<file path="config.mk">
export PLATFORM = sky130hd
export DESIGN_NAME = rcs_seq
export DESIGN_NICKNAME = d
export VERILOG_FILES = /design/src/rcs_pkg.sv /design/src/rcs_seq.sv /design/src/rcs_sync.sv /design/src/rcs_clkdiv.sv
export SDC_FILE = /design/constraint.sdc
export NUM_CORES = 1
export LEC_CHECK = 0
export BUFFER_PORTS_ARGS = -buffer_cell sky130_fd_sc_hd__clkbuf_2
export CORE_UTILIZATION = 25
export DETAILED_ROUTE_END_ITERATION = 6
export MAX_ROUTING_LAYER = met4
export PLACE_DENSITY = 0.48
export SLEW_MARGIN = 15
export SYNTH_ARGS = -nofsm -noshare
export SYNTH_HDL_FRONTEND = slang
export SYNTH_HIERARCHICAL = 1
export SYNTH_SLANG_ARGS = --single-unit
</file>
<file path="constraint.sdc">
create_clock -name ref_clk -period 2.1 [get_ports ref_clk]
set_input_delay 0 -clock ref_clk [delete_from_list [all_inputs] [get_ports ref_clk]]
set_output_delay 0 -clock ref_clk [all_outputs]
set_load 0.005 [all_outputs]
</file>
<file path="src/rcs_pkg.sv">
/*
  rcs_pkg: constants shared by the reset and clock sequencer.
  assumes: one reference clock domain, plain register port.
*/
package rcs_pkg;
  localparam int unsigned REF_CLK_MHZ       = 100;
  localparam int unsigned POR_HOLD_CYC      = 4096;
  localparam int unsigned PIN_DRIVE_CYC     = 32;
  localparam int unsigned INTERNAL_RESET_EXTRA_CYC    = 32;
  localparam int unsigned STOP_LONG_CYC     = 4096;
  localparam int unsigned STOP_SHORT_CYC    = 32;
  localparam int unsigned PIN_MIN_LOW_NS    = 100;
  localparam int unsigned PIN_MIN_LOW_CYC   =
    (PIN_MIN_LOW_NS * REF_CLK_MHZ + 999) / 1000;
  localparam int unsigned SYSCNT_W          = 12;
  localparam int unsigned BUS_DIV           = 4;
  localparam logic [15:0] ADDR_BREAK_STATUS = 16'hfe00;
  localparam logic [15:0] ADDR_RESET_CAUSE  = 16'hfe01;
  localparam logic [15:0] ADDR_BREAK_FLAG   = 16'hfe03;
  localparam logic [15:0] ADDR_CONFIG       = 16'hfe04;
  localparam int unsigned RC_POR_BIT        = 7;
  localparam int unsigned RC_PIN_BIT        = 6;
  localparam int unsigned RC_WDOG_BIT       = 5;
  localparam int unsigned RC_BADOP_BIT      = 4;
  localparam int unsigned RC_BADFETCH_BIT   = 3;
  localparam int unsigned RC_UVOLT_BIT      = 1;
  localparam int unsigned BREAK_CLEAR_ENABLE_BIT          = 7;
  localparam int unsigned BWAIT_BIT         = 1;
  localparam int unsigned CFG_WDOG_DIS_BIT  = 0;
  localparam int unsigned CFG_UV_PWRD_BIT   = 1;
  localparam int unsigned CFG_UV_RSTD_BIT   = 2;
  localparam int unsigned CFG_SHORT_STOP_RECOVERY_BIT     = 3;
  localparam int unsigned CFG_STOP_OK_BIT   = 4;
  localparam logic [15:0] VEC_USER          = 16'hfffe;
  localparam logic [15:0] VEC_MONITOR       = 16'hfefe;
  localparam logic [7:0]  CFG_RESET         = 8'h00;
  typedef enum logic [2:0] {
    RCS_RUN, RCS_LONG_HOLD, RCS_PIN_DRIVE, RCS_INTERNAL_RESET_TAIL, RCS_EXT_HOLD, RCS_STOP_WAKE
  } rcs_state_t;
endpackage

</file>
<file path="src/rcs_seq.sv">
/*
  rcs_seq: reset sequencer, cause recording, clock gating and bus divide.
  assumes: ref_clk is the oscillator reference; pll tick and pins are
  asynchronous and synchronised here; cpu decode inputs share ref_clk.
*/
`timescale 1ns/100ps
// Functional notes
// - bus tick is source clock divided by four
// - por/undervolt hold clocks 4096, pin low
// - stop exit waits stop delay, clocks off
// - wait mode stops cpu clock only
// - every reset asserts internal reset, vector
// - internal reset clears counter, pin does not
// - each source sets its own cause flag
// - pin low halts; long low sets flag
// - internal reset drives pin 32, then 32
// - por/undervolt hold 4096 before normal sequence
// - recovery 4160 long, 64 internal, 32 after pin release
// - watchdog request taken without bus clock
// - power on: 4096 hold, release 64 later
// - power on clears all other flags
// - watchdog overflow resets unless disabled
// - illegal opcode sets flag and resets
// - stop without allow is illegal opcode
// - only opcode fetch from unmapped resets
// - undervolt resets when both disables zero
// - undervolt holds 4096 after recovery
// - cause flag bit positions fixed
// - break control bit7, break wait bit1
// - 12-bit system counter on reference clock
// - short recovery bit picks 32 or 4096
// - break clear enable gates flag clearing
module rcs_seq
  import rcs_pkg::*;
#(
  parameter int unsigned LONG_HOLD = POR_HOLD_CYC,
  parameter int unsigned STOP_LONG = STOP_LONG_CYC
) (
  input  wire logic              ref_clk,
  input  wire logic              rst_n,
  input  wire logic              power_on_pulse,
  input  wire logic              undervolt_det,
  input  wire logic              rst_pin_i,
  output logic                   rst_pin_o,
  output logic                   rst_pin_oe,
  input  wire logic              watchdog_ovf,
  input  wire logic              cpu_bad_opcode,
  input  wire logic              cpu_stop_exec,
  input  wire logic              cpu_opcode_fetch,
  input  wire logic              addr_unmapped,
  input  wire logic              stop_req,
  input  wire logic              wait_req,
  input  wire logic              wake_req,
  input  wire logic              break_active,
  input  wire logic              monitor_mode,
  input  wire logic              pll_sel,
  input  wire logic              pll_out_clock,
  input  wire logic [15:0]       reg_addr,
  input  wire logic [7:0]        reg_wdata,
  input  wire logic              reg_wr,
  input  wire logic              reg_rd,
  output logic      [7:0]        reg_rdata,
  output logic                   internal_reset,
  output logic                   cpu_clk_en,
  output logic                   periph_clk_en,
  output logic                   bus_tick,
  output logic      [15:0]       reset_vector,
  output logic                   flag_clear_ok,
  output logic      [SYSCNT_W-1:0] sys_count
);
  // ==========================================================
  // state
  typedef struct packed {
    rcs_state_t          st;
    logic [12:0]         cnt;
    logic [SYSCNT_W-1:0] syscnt;
    logic [7:0]          cause;
    logic [7:0]          cfg;
    logic                break_clear_enable;
    logic                bwait;
    logic                stopped;
    logic                waiting;
    logic [7:0]          pin_low;
    logic [7:0]          rdata;
    logic                pll_d;
    logic                wd_q;
  } rcs_top_t;
  rcs_top_t s_q;
  rcs_top_t s_d;
  logic [3:0] async_s;
  logic       pin_s;
  logic       uv_s;
  logic       pll_s;
  logic       wd_s;
  logic       pll_tick;
  logic       src_tick;
  logic       int_src;
  logic [7:0] int_cause;
  logic       long_src;
  logic [12:0] stop_len;
  // ==========================================================
  // synchronisers: pins and the pll clock sampled twice
  rcs_sync #(
    .W(4)
  ) u_sync (
    .ref_clk   (ref_clk),
    .rst_n     (rst_n),
    .async_in  ({rst_pin_i, undervolt_det, pll_out_clock, watchdog_ovf}),
    .reset_val (4'h8),
    .sync_out  (async_s)
  );
  assign pin_s = async_s[3];
  assign uv_s  = async_s[2];
  assign pll_s = async_s[1];
  // watchdog is taken on the reference clock, not the bus tick
  assign wd_s  = async_s[0];
  assign pll_tick = pll_s & ~s_q.pll_d;
  assign src_tick = pll_sel ? pll_tick : 1'b1;
  rcs_clkdiv #(
    .DIV(BUS_DIV)
  ) u_div (
    .ref_clk  (ref_clk),
    .rst_n    (rst_n),
    .src_tick (src_tick),
    .run      (cpu_clk_en | periph_clk_en),
    .bus_tick (bus_tick)
  );
  // ==========================================================
  // reset source decode
  always_comb
  begin
    int_cause = 8'h00;
    int_cause[RC_POR_BIT]      = power_on_pulse;
    int_cause[RC_WDOG_BIT]     = wd_s & ~s_q.cfg[CFG_WDOG_DIS_BIT];
    int_cause[RC_BADOP_BIT]    = cpu_bad_opcode
      | (cpu_stop_exec & ~s_q.cfg[CFG_STOP_OK_BIT]);
    int_cause[RC_BADFETCH_BIT] = cpu_opcode_fetch & addr_unmapped;
    int_cause[RC_UVOLT_BIT]    = uv_s & ~s_q.cfg[CFG_UV_PWRD_BIT]
      & ~s_q.cfg[CFG_UV_RSTD_BIT];
  end
  assign int_src  = |int_cause;
  assign long_src = int_cause[RC_POR_BIT] | int_cause[RC_UVOLT_BIT];
  assign stop_len = s_q.cfg[CFG_SHORT_STOP_RECOVERY_BIT] ? 13'(STOP_SHORT_CYC)
                                           : 13'(STOP_LONG);
  // ==========================================================
  // sequencer
  always_comb
  begin
    s_d        = s_q;
    s_d.pll_d  = pll_s;
    s_d.wd_q   = wd_s;
    s_d.syscnt = s_q.syscnt + 1'b1;
    s_d.rdata  = 8'h00;
    s_d.pin_low = (pin_s || s_q.st != RCS_RUN) ? 8'h00
      : (s_q.pin_low == 8'hff ? 8'hff : s_q.pin_low + 8'h01);
    if (int_src)
    begin
      s_d.syscnt = '0;
      s_d.cnt    = '0;
      s_d.st     = long_src ? RCS_LONG_HOLD : RCS_PIN_DRIVE;
      s_d.cause  = s_q.cause | int_cause;
      if (int_cause[RC_POR_BIT])
      begin
        s_d.cause = 8'h00;
        s_d.cause[RC_POR_BIT] = 1'b1;
        s_d.cfg = CFG_RESET;
      end
      s_d.stopped = 1'b0;
      s_d.waiting = 1'b0;
    end
    else
    begin
      case (s_q.st)
        RCS_RUN:
        begin
          if (!pin_s)
          begin
            s_d.st = RCS_EXT_HOLD;
            s_d.cnt = '0;
          end
          else if (s_q.stopped && wake_req)
          begin
            s_d.st  = RCS_STOP_WAKE;
            s_d.cnt = '0;
          end
          else if (stop_req)
          begin
            s_d.stopped = 1'b1;
            s_d.syscnt  = '0;
          end
          else if (wait_req)
          begin
            s_d.waiting = 1'b1;
          end
          else if (wake_req)
          begin
            s_d.waiting = 1'b0;
          end
        end
        RCS_LONG_HOLD:
        begin
          // counting restarts while undervolt persists
          if (uv_s && int_cause[RC_UVOLT_BIT])
            s_d.cnt = '0;
          else if (s_q.cnt == 13'(LONG_HOLD - 1))
          begin
            s_d.st  = RCS_PIN_DRIVE;
            s_d.cnt = '0;
          end
          else
            s_d.cnt = s_q.cnt + 13'h0001;
        end
        RCS_PIN_DRIVE:
        begin
          if (s_q.cnt == 13'(PIN_DRIVE_CYC - 1))
          begin
            s_d.st  = RCS_INTERNAL_RESET_TAIL;
            s_d.cnt = '0;
          end
          else
            s_d.cnt = s_q.cnt + 13'h0001;
        end
        RCS_INTERNAL_RESET_TAIL:
        begin
          if (s_q.cnt == 13'(INTERNAL_RESET_EXTRA_CYC - 1))
          begin
            s_d.st  = RCS_RUN;
            s_d.cnt = '0;
          end
          else
            s_d.cnt = s_q.cnt + 13'h0001;
        end
        RCS_EXT_HOLD:
        begin
          // external reset leaves the system counter running
          if (pin_s)
          begin
            s_d.st  = RCS_INTERNAL_RESET_TAIL;
            s_d.cnt = '0;
          end
          if (!pin_s && s_q.pin_low == 8'(PIN_MIN_LOW_CYC - 1))
            s_d.cause[RC_PIN_BIT] = 1'b1;
        end
        RCS_STOP_WAKE:
        begin
          if (s_q.cnt == stop_len - 13'h0001)
          begin
            s_d.st      = RCS_RUN;
            s_d.stopped = 1'b0;
          end
          else
            s_d.cnt = s_q.cnt + 13'h0001;
        end
        default: s_d.st = RCS_RUN;
      endcase
    end
    if (s_q.st == RCS_EXT_HOLD && !pin_s && s_q.pin_low != 8'hff)
      s_d.pin_low = s_q.pin_low + 8'h01;
    if (s_q.st == RCS_EXT_HOLD && !pin_s
        && s_q.pin_low >= 8'(PIN_MIN_LOW_CYC - 1))
      s_d.cause[RC_PIN_BIT] = 1'b1;
    // registers: cause is read only, writes dropped
    if (reg_wr && !int_src && s_q.st == RCS_RUN)
    begin
      if (reg_addr == ADDR_BREAK_FLAG)
        s_d.break_clear_enable = reg_wdata[BREAK_CLEAR_ENABLE_BIT];
      else if (reg_addr == ADDR_BREAK_STATUS)
        s_d.bwait = s_q.bwait & reg_wdata[BWAIT_BIT];
      else if (reg_addr == ADDR_CONFIG)
        s_d.cfg = reg_wdata;
    end
    if (break_active && s_q.waiting)
      s_d.bwait = 1'b1;
    if (reg_rd)
    begin
      case (reg_addr)
        ADDR_BREAK_STATUS: s_d.rdata = {6'h00, s_q.bwait, 1'b0};
        ADDR_RESET_CAUSE:  s_d.rdata = s_q.cause & 8'hfa;
        ADDR_BREAK_FLAG:   s_d.rdata = {s_q.break_clear_enable, 7'h00};
        ADDR_CONFIG:       s_d.rdata = s_q.cfg;
        default:           s_d.rdata = 8'h00;
      endcase
    end
    if (s_d.st != RCS_RUN)
      s_d.break_clear_enable = (int_src || s_q.st == RCS_EXT_HOLD) ? 1'b0 : s_d.break_clear_enable;
  end
  always_ff @(posedge ref_clk)
  begin
    if (!rst_n)
    begin
      s_q       <= '0;
      s_q.st    <= RCS_LONG_HOLD;
      s_q.cause <= 8'h80;
    end
    else
    begin
      s_q <= s_d;
    end
  end
  // ==========================================================
  // outputs
  assign internal_reset = (s_q.st != RCS_RUN && s_q.st != RCS_STOP_WAKE);
  assign rst_pin_o      = 1'b0;
  assign rst_pin_oe     = (s_q.st == RCS_LONG_HOLD) || (s_q.st == RCS_PIN_DRIVE);
  assign cpu_clk_en     = !internal_reset && !s_q.stopped && !s_q.waiting
                          && s_q.st == RCS_RUN;
  assign periph_clk_en  = !internal_reset && !s_q.stopped && s_q.st == RCS_RUN;
  assign reset_vector   = monitor_mode ? VEC_MONITOR : VEC_USER;
  assign flag_clear_ok  = s_q.break_clear_enable | ~break_active;
  assign reg_rdata      = s_q.rdata;
  assign sys_count      = s_q.syscnt;
  // ==========================================================
  // checks
  pin_drive_len_a: assert property (@(posedge ref_clk) disable iff (!rst_n)
    $rose(s_q.st == RCS_PIN_DRIVE) |-> rst_pin_oe [*8])
    else $error("pin drive too short");
  tail_no_pin_a: assert property (@(posedge ref_clk) disable iff (!rst_n)
    s_q.st == RCS_INTERNAL_RESET_TAIL |-> !rst_pin_oe && internal_reset)
    else $error("tail state drives pin");
  wdog_gate_a: assert property (@(posedge ref_clk) disable iff (!rst_n)
    wd_s && !s_q.cfg[CFG_WDOG_DIS_BIT] |=> s_q.cause[RC_WDOG_BIT])
    else $error("watchdog flag missing");
  por_flags_a: assert property (@(posedge ref_clk) disable iff (!rst_n)
    power_on_pulse |=> s_q.cause == 8'h80)
    else $error("power on flags wrong");
  cause_ro_a: assert property (@(posedge ref_clk) disable iff (!rst_n)
    reg_wr && !int_src && s_q.st != RCS_EXT_HOLD |=> s_q.cause == $past(s_q.cause))
    else $error("cause changed by write");
  bad_fetch_a: assert property (@(posedge ref_clk) disable iff (!rst_n)
    addr_unmapped && !cpu_opcode_fetch && !int_src && s_q.st == RCS_RUN
    |=> s_q.cause[RC_BADFETCH_BIT] == $past(s_q.cause[RC_BADFETCH_BIT]))
    else $error("data fetch caused reset");
  stop_illegal_a: assert property (@(posedge ref_clk) disable iff (!rst_n)
    cpu_stop_exec && !s_q.cfg[CFG_STOP_OK_BIT] |=> s_q.st == RCS_PIN_DRIVE)
    else $error("stop not illegal");
  wait_cpu_a: assert property (@(posedge ref_clk) disable iff (!rst_n)
    s_q.waiting && s_q.st == RCS_RUN && !s_q.stopped |-> !cpu_clk_en && periph_clk_en)
    else $error("wait gating wrong");
endmodule // rcs_seq

</file>
<file path="src/rcs_sync.sv">
/*
  rcs_sync: two flip-flop level synchroniser.
  assumes: input comes from outside the ref_clk domain.
*/
`timescale 1ns/100ps
module rcs_sync #(
  parameter int unsigned W = 1
) (
  input  wire logic         ref_clk,
  input  wire logic         rst_n,
  input  wire logic [W-1:0] async_in,
  input  wire logic [W-1:0] reset_val,
  output logic      [W-1:0] sync_out
);
  typedef struct packed {
    logic [W-1:0] s1;
    logic [W-1:0] s2;
  } rcs_sync_t;
  rcs_sync_t st_q;
  rcs_sync_t st_d;
  always_comb
  begin
    st_d    = st_q;
    st_d.s1 = async_in;
    st_d.s2 = st_q.s1;
  end
  // reset value is a port constant; first stage is read by second only
  always_ff @(posedge ref_clk)
  begin
    if (!rst_n)
    begin
      // reset to the pin's idle level so no false edge follows reset
      st_q <= {reset_val, reset_val};
    end
    else
    begin
      st_q <= st_d;
    end
  end
  assign sync_out = st_q.s2;
endmodule // rcs_sync

</file>
<file path="src/rcs_clkdiv.sv">
/*
  rcs_clkdiv: bus clock enable generator, divide of the source clock.
  assumes: source select is static or changes only while gated.
*/
`timescale 1ns/100ps
module rcs_clkdiv
  import rcs_pkg::*;
#(
  parameter int unsigned DIV = BUS_DIV
) (
  input  wire logic ref_clk,
  input  wire logic rst_n,
  input  wire logic src_tick,
  input  wire logic run,
  output logic      bus_tick
);
  typedef struct packed {
    logic [7:0] cnt;
    logic       tick;
  } rcs_div_t;
  rcs_div_t st_q;
  rcs_div_t st_d;
  always_comb
  begin
    st_d      = st_q;
    st_d.tick = 1'b0;
    if (!run)
    begin
      st_d.cnt = '0;
    end
    else if (src_tick)
    begin
      if (st_q.cnt == 8'(DIV - 1))
      begin
        st_d.cnt  = '0;
        st_d.tick = 1'b1;
      end
      else
      begin
        st_d.cnt = st_q.cnt + 8'h01;
      end
    end
  end
  always_ff @(posedge ref_clk)
  begin
    if (!rst_n)
    begin
      st_q <= '0;
    end
    else
    begin
      st_q <= st_d;
    end
  end
  assign bus_tick = st_q.tick;
endmodule // rcs_clkdiv

</file>
==> impl_metrics.xml <==
<?xml version="1.0" encoding="UTF-8"?>
<metrics>
  <group name="timing">
    <metric name="clock.fmax" unit="MHz">498</metric>
    <metric name="grt_setup_unrepaired" unit="">no</metric>
    <metric name="final_max_slew_viol_count" unit="">0</metric>
    <metric name="worst-slew-pin-transition" unit="ns">0.747</metric>
    <metric name="finalCriticalPeriod" unit="ns">2.01</metric>
    <metric name="finalSetupViolCount" unit="">0</metric>
    <metric name="finalClockSkew" unit="ns">0.00671</metric>
    <metric name="fin_setup_tns" unit="ns">0</metric>
    <metric name="crit_share_post_route" unit="%">95.7</metric>
    <metric name="setup_slack" unit="ns">0.0900</metric>
    <metric name="final_hold_fails" unit="">0</metric>
    <metric name="timing.hold.ws" unit="ns">0.00727</metric>
    <metric name="timing.slew.headroom" unit="%">50.1</metric>
  </group>
  <group name="global_route">
    <metric name="globalRouteOverflowTotal" unit="">0</metric>
    <metric name="grt_first_pass_wirelength" unit="mm">17.1</metric>
    <metric name="grt_pass1_vias" unit="">3403</metric>
    <metric name="grt_util_all_layers" unit="%">13.4</metric>
    <metric name="grt_start_max_net_pins" unit="">26</metric>
    <metric name="number_of_antenna_violations_at_the_first_check_in_global_routing" unit="">0</metric>
  </group>
  <group name="synth">
    <metric name="post_synth.cell_area_avg" unit="um^2">8.71</metric>
    <metric name="synthFlopType" unit="">sky130_fd_sc_hd__dfxtp_1</metric>
    <metric name="synth.distinct_cells" unit="">68</metric>
    <metric name="number_of_synthesized_flops_with_an_enable_pin" unit="">0</metric>
    <metric name="syn-cell-area" unit="um^2">4160</metric>
    <metric name="synth_area_leaders" unit="">sky130_fd_sc_hd__dfxtp_1, sky130_fd_sc_hd__buf_4, sky130_fd_sc_hd__nor2_1</metric>
    <metric name="ys.warnings.count" unit="">6</metric>
    <metric name="synth.yosys.seq_area_share" unit="%">38.5</metric>
    <metric name="synth_top_cell_area_share" unit="%">38.5</metric>
    <metric name="ys_seq_elements" unit="">80</metric>
    <metric name="yosys.area.top_type" unit="">sky130_fd_sc_hd__dfxtp_1</metric>
    <metric name="netlist_instances" unit="">477</metric>
    <metric name="asyncSetResetFlopFracSynth" unit="%">0</metric>
  </group>
  <group name="hold_path">
    <metric name="worst_hold_start" unit="">wake_req</metric>
    <metric name="whs_path_depth" unit="">3</metric>
    <metric name="hold_class" unit="">in2reg</metric>
    <metric name="worst_hold_path.endpoint" unit="">s_q[18]</metric>
  </group>
  <group name="floorplanning">
    <metric name="die-area" unit="um^2">17100</metric>
    <metric name="fp.dieW" unit="um">131</metric>
    <metric name="starting_utilization_of_the_core_area" unit="%">25.9</metric>
    <metric name="std_cell_rows" unit="">46</metric>
    <metric name="ios" unit="">86</metric>
    <metric name="core_area" unit="um^2">16100</metric>
    <metric name="die_y" unit="um">131</metric>
  </group>
  <group name="worst_setup_path">
    <metric name="crit_path_start_kind" unit="">flip-flop</metric>
    <metric name="worstPathArrival" unit="ns">2.24</metric>
    <metric name="cpPeakStageDelay" unit="ns">0.60</metric>
    <metric name="rr_worst_depth" unit="">6</metric>
    <metric name="setup_slack_on_the_worst_flop_to_flop_path" unit="ns">0.09</metric>
    <metric name="number_of_stages_on_the_worst_setup_path" unit="">6</metric>
    <metric name="timing.critical_path.buf_inv" unit="">1</metric>
    <metric name="cpLargestDelayFamily" unit="">simple AND/OR/NAND/NOR gates</metric>
    <metric name="setup.worst_path.end_class" unit="">flip-flop</metric>
    <metric name="timing.critical_path.slowest_stage_cell" unit="">sky130_fd_sc_hd__or4_4</metric>
    <metric name="worstPathRequired" unit="ns">2.33</metric>
    <metric name="crit_type" unit="">reg2reg</metric>
    <metric name="worstReg2RegStart" unit="">s_q[58]</metric>
    <metric name="regToRegEndpoint" unit="">s_q[50]</metric>
    <metric name="cp_cell_sequence" unit="">or4_4 -&gt; nor4_4 -&gt; o32ai_1 -&gt; o31ai_4 -&gt; buf_4 -&gt; a21oi_1</metric>
    <metric name="critical_path.max_fanout" unit="">5</metric>
  </group>
  <group name="drt">
    <metric name="num_vias" unit="">3657</metric>
    <metric name="detail_route.drc_violations" unit="">0</metric>
    <metric name="drtAntennaViolNets" unit="">0</metric>
    <metric name="postRouteWirelength" unit="mm">10.7</metric>
    <metric name="drt-pass1-iter-count" unit="">4</metric>
    <metric name="avgViaCountPerCell" unit="">4.62</metric>
    <metric name="post_drt_wl_per_cell" unit="um">13.5</metric>
    <metric name="drtIter0Drc" unit="">128</metric>
  </group>
  <group name="clock_network">
    <metric name="clock-sinks" unit="">80</metric>
    <metric name="clkTransAtPathRegs" unit="ns">0.06</metric>
    <metric name="clock_tree.buffer_depth" unit="">2</metric>
    <metric name="clk_root_buffer_cell" unit="">sky130_fd_sc_hd__clkbuf_16</metric>
    <metric name="cts.htree.levels" unit="">3</metric>
    <metric name="clock_tree_from_tritoncts" unit="">built</metric>
    <metric name="clkLatencyLatePin" unit="ns">0.35</metric>
    <metric name="cts_made_buffers" unit="">9</metric>
  </group>
  <group name="placement">
    <metric name="gp_routability_congestion" unit="">0.818</metric>
    <metric name="port_buffers" unit="">69</metric>
    <metric name="dpl-instance-area" unit="um^2">4660</metric>
    <metric name="dp_slack" unit="ns">0.0117</metric>
    <metric name="dpl.hpwl" unit="mm">7.89</metric>
  </group>
  <group name="run">
    <metric name="maxCapViolations" unit="">0</metric>
  </group>
  <group name="layout">
    <metric name="finalNetCount" unit="">620</metric>
    <metric name="antennaDiodeCount" unit="">0</metric>
    <metric name="flow.area_growth_from_synthesis" unit="%">25.5</metric>
    <metric name="design_area" unit="um^2">5210</metric>
    <metric name="layout-drive-gt1-share" unit="%">24.5</metric>
  </group>
  <group name="pwr">
    <metric name="power_density" unit="nW/um^2">679</metric>
    <metric name="worst_voltage_drop_across_the_vdd_grid" unit="mV">0.368</metric>
    <metric name="totalPowerFinal" unit="W">0.00354</metric>
    <metric name="leakage_power" unit="nW">2.02</metric>
  </group>
  <group name="outcome">
    <metric name="status" unit="">finished, final reports clean</metric>
  </group>
</metrics>
-- worst max path at each step --
| stage | from | endpoint | slack, ns |
|---|---|---|---|
| after floorplan | s_q[59] | s_q[63] | 0.23 |
| after global routing | s_q[59] | s_q[63] | 0.007 |
| after global placement | s_q[50] | s_q[53] | 0.04 |
| after CTS | s_q[50] | s_q[57] | 0.04 |
| after detailed placement | s_q[50] | s_q[55] | 0.01 |
| final | s_q[58] | s_q[50] | 0.09 |
-- cell families after synthesis --
kind of cell             share of synthesized area (%)
adder cells (fa/ha/maj)                           1.81
flip-flops                                        38.5
multiplexers                                      3.64
AND/OR/NAND/NOR                                   26.6
XOR/XNOR                                          3.37
AO/OA/AOI/OAI                                     16.1
other                                            0.181
buffers and inverters                             9.70
-- layer usage --
layer / vias up / wire length [um] / GRT usage (%)
met4: 0 / 216 / 6.49
li1: 1843 / - / -
met5: - / 0 / -
met1: 1706 / 5070 / 17.1
met3: 17 / 399 / 2.77
met2: 91 / 4980 / 20.2
-- cell usage after synthesis (6+ instances only) --
| cell type | number |
|---|---|
| sky130_fd_sc_hd__o21ai_0 | 25 |
| sky130_fd_sc_hd__ha_1 | 6 |
| sky130_fd_sc_hd__mux2_4 | 8 |
| sky130_fd_sc_hd__or4_1 | 6 |
| sky130_fd_sc_hd__nor2_1 | 50 |
| sky130_fd_sc_hd__dfxtp_1 | 80 |
| sky130_fd_sc_hd__and4_1 | 6 |
| sky130_fd_sc_hd__xor2_1 | 11 |
| sky130_fd_sc_hd__nand3_1 | 26 |
| sky130_fd_sc_hd__a21boi_0 | 6 |
| sky130_fd_sc_hd__inv_1 | 13 |
| sky130_fd_sc_hd__o31ai_1 | 6 |
| sky130_fd_sc_hd__or3_1 | 10 |
| sky130_fd_sc_hd__and3_1 | 6 |
| sky130_fd_sc_hd__nor2b_1 | 12 |
| sky130_fd_sc_hd__a21oi_1 | 28 |
| sky130_fd_sc_hd__buf_4 | 37 |
| sky130_fd_sc_hd__nand2_1 | 28 |
| sky130_fd_sc_hd__nor3_1 | 11 |
| sky130_fd_sc_hd__nand4_1 | 10 |
-- layout make-up --
class	count	area [um^2]
fill	1686	10800
multi-input combinational	356	2250
sequential	80	1600
timing repair buffer	111	708
tap	216	270
clock buffer	12	256
clock inverter	4	76.3
inverter	13	48.8
-- sequential cells by signal (all words and copies together) (netlist names) --
| name | count |
|---|---|
| reg_rdata | 8 |
| s_q | 43 |
| sys_count | 12 |
| u_div/bus_tick | 1 |
| u_div/st_q | 8 |
| u_sync/st_d | 4 |
| u_sync/sync_out | 4 |
-- repair_timing --
| action | CTS | global route |
|---|---|---|
| resized for setup | 1 | 4 |
| endpoints found under the setup margin | 10 | 24 |
| buffers inserted | 0 | 1 |
| hold buffers | 19 | 0 |
| endpoints found under the hold margin | 19 | 0 |
-- cell usage in the layout (no fill, tap or decap), types with 4 or more instances in the layout --
cell type,n
sky130_fd_sc_hd__o211ai_1,5
sky130_fd_sc_hd__xor2_1,11
sky130_fd_sc_hd__clkbuf_2,69
sky130_fd_sc_hd__nand4_1,10
sky130_fd_sc_hd__or4_1,6
sky130_fd_sc_hd__nor3_1,11
sky130_fd_sc_hd__ha_1,6
sky130_fd_sc_hd__o21ai_0,25
sky130_fd_sc_hd__o31ai_1,6
sky130_fd_sc_hd__nor2b_1,12
sky130_fd_sc_hd__dlygate4sd3_1,19
sky130_fd_sc_hd__mux2_4,8
sky130_fd_sc_hd__nor4_1,4
sky130_fd_sc_hd__clkbuf_16,9
sky130_fd_sc_hd__and3_1,6
sky130_fd_sc_hd__a31oi_1,5
sky130_fd_sc_hd__a22oi_1,4
sky130_fd_sc_hd__and4_1,6
sky130_fd_sc_hd__buf_4,23
sky130_fd_sc_hd__nand2b_1,5
sky130_fd_sc_hd__inv_1,13
sky130_fd_sc_hd__dfxtp_1,80
sky130_fd_sc_hd__xnor2_1,5
sky130_fd_sc_hd__or2_2,4
sky130_fd_sc_hd__a21boi_0,6
sky130_fd_sc_hd__nor2_1,49
sky130_fd_sc_hd__conb_1,24
sky130_fd_sc_hd__nand3_1,26
sky130_fd_sc_hd__or3_1,10
sky130_fd_sc_hd__nand2_1,28
sky130_fd_sc_hd__a21oi_1,28
-- tightest hold or removal path, delay by kind of cell --
| family | cells | cell delay [ns] |
|---|---|---|
| AO/OA/AOI/OAI | 2 | 0.18 |
| buffers and inverters | 1 | 0.13 |
-- stage by stage --
stage	utilization, %	std cells
after floorplan	-	499
after detailed placement	29.0	756
after global placement	29.0	756
final	32.5	792
after global routing	32.5	792
after CTS	32.3	791
-- where the power goes --
part / leakage (nW) / switching, W / internal, W
Clock: 0.159 / 0.000636 / 0.00111
Combinational: 1.21 / 0.000120 / 0.000121
Sequential: 0.649 / 0.0000136 / 0.00154
Power figures use the tool's default switching activity.
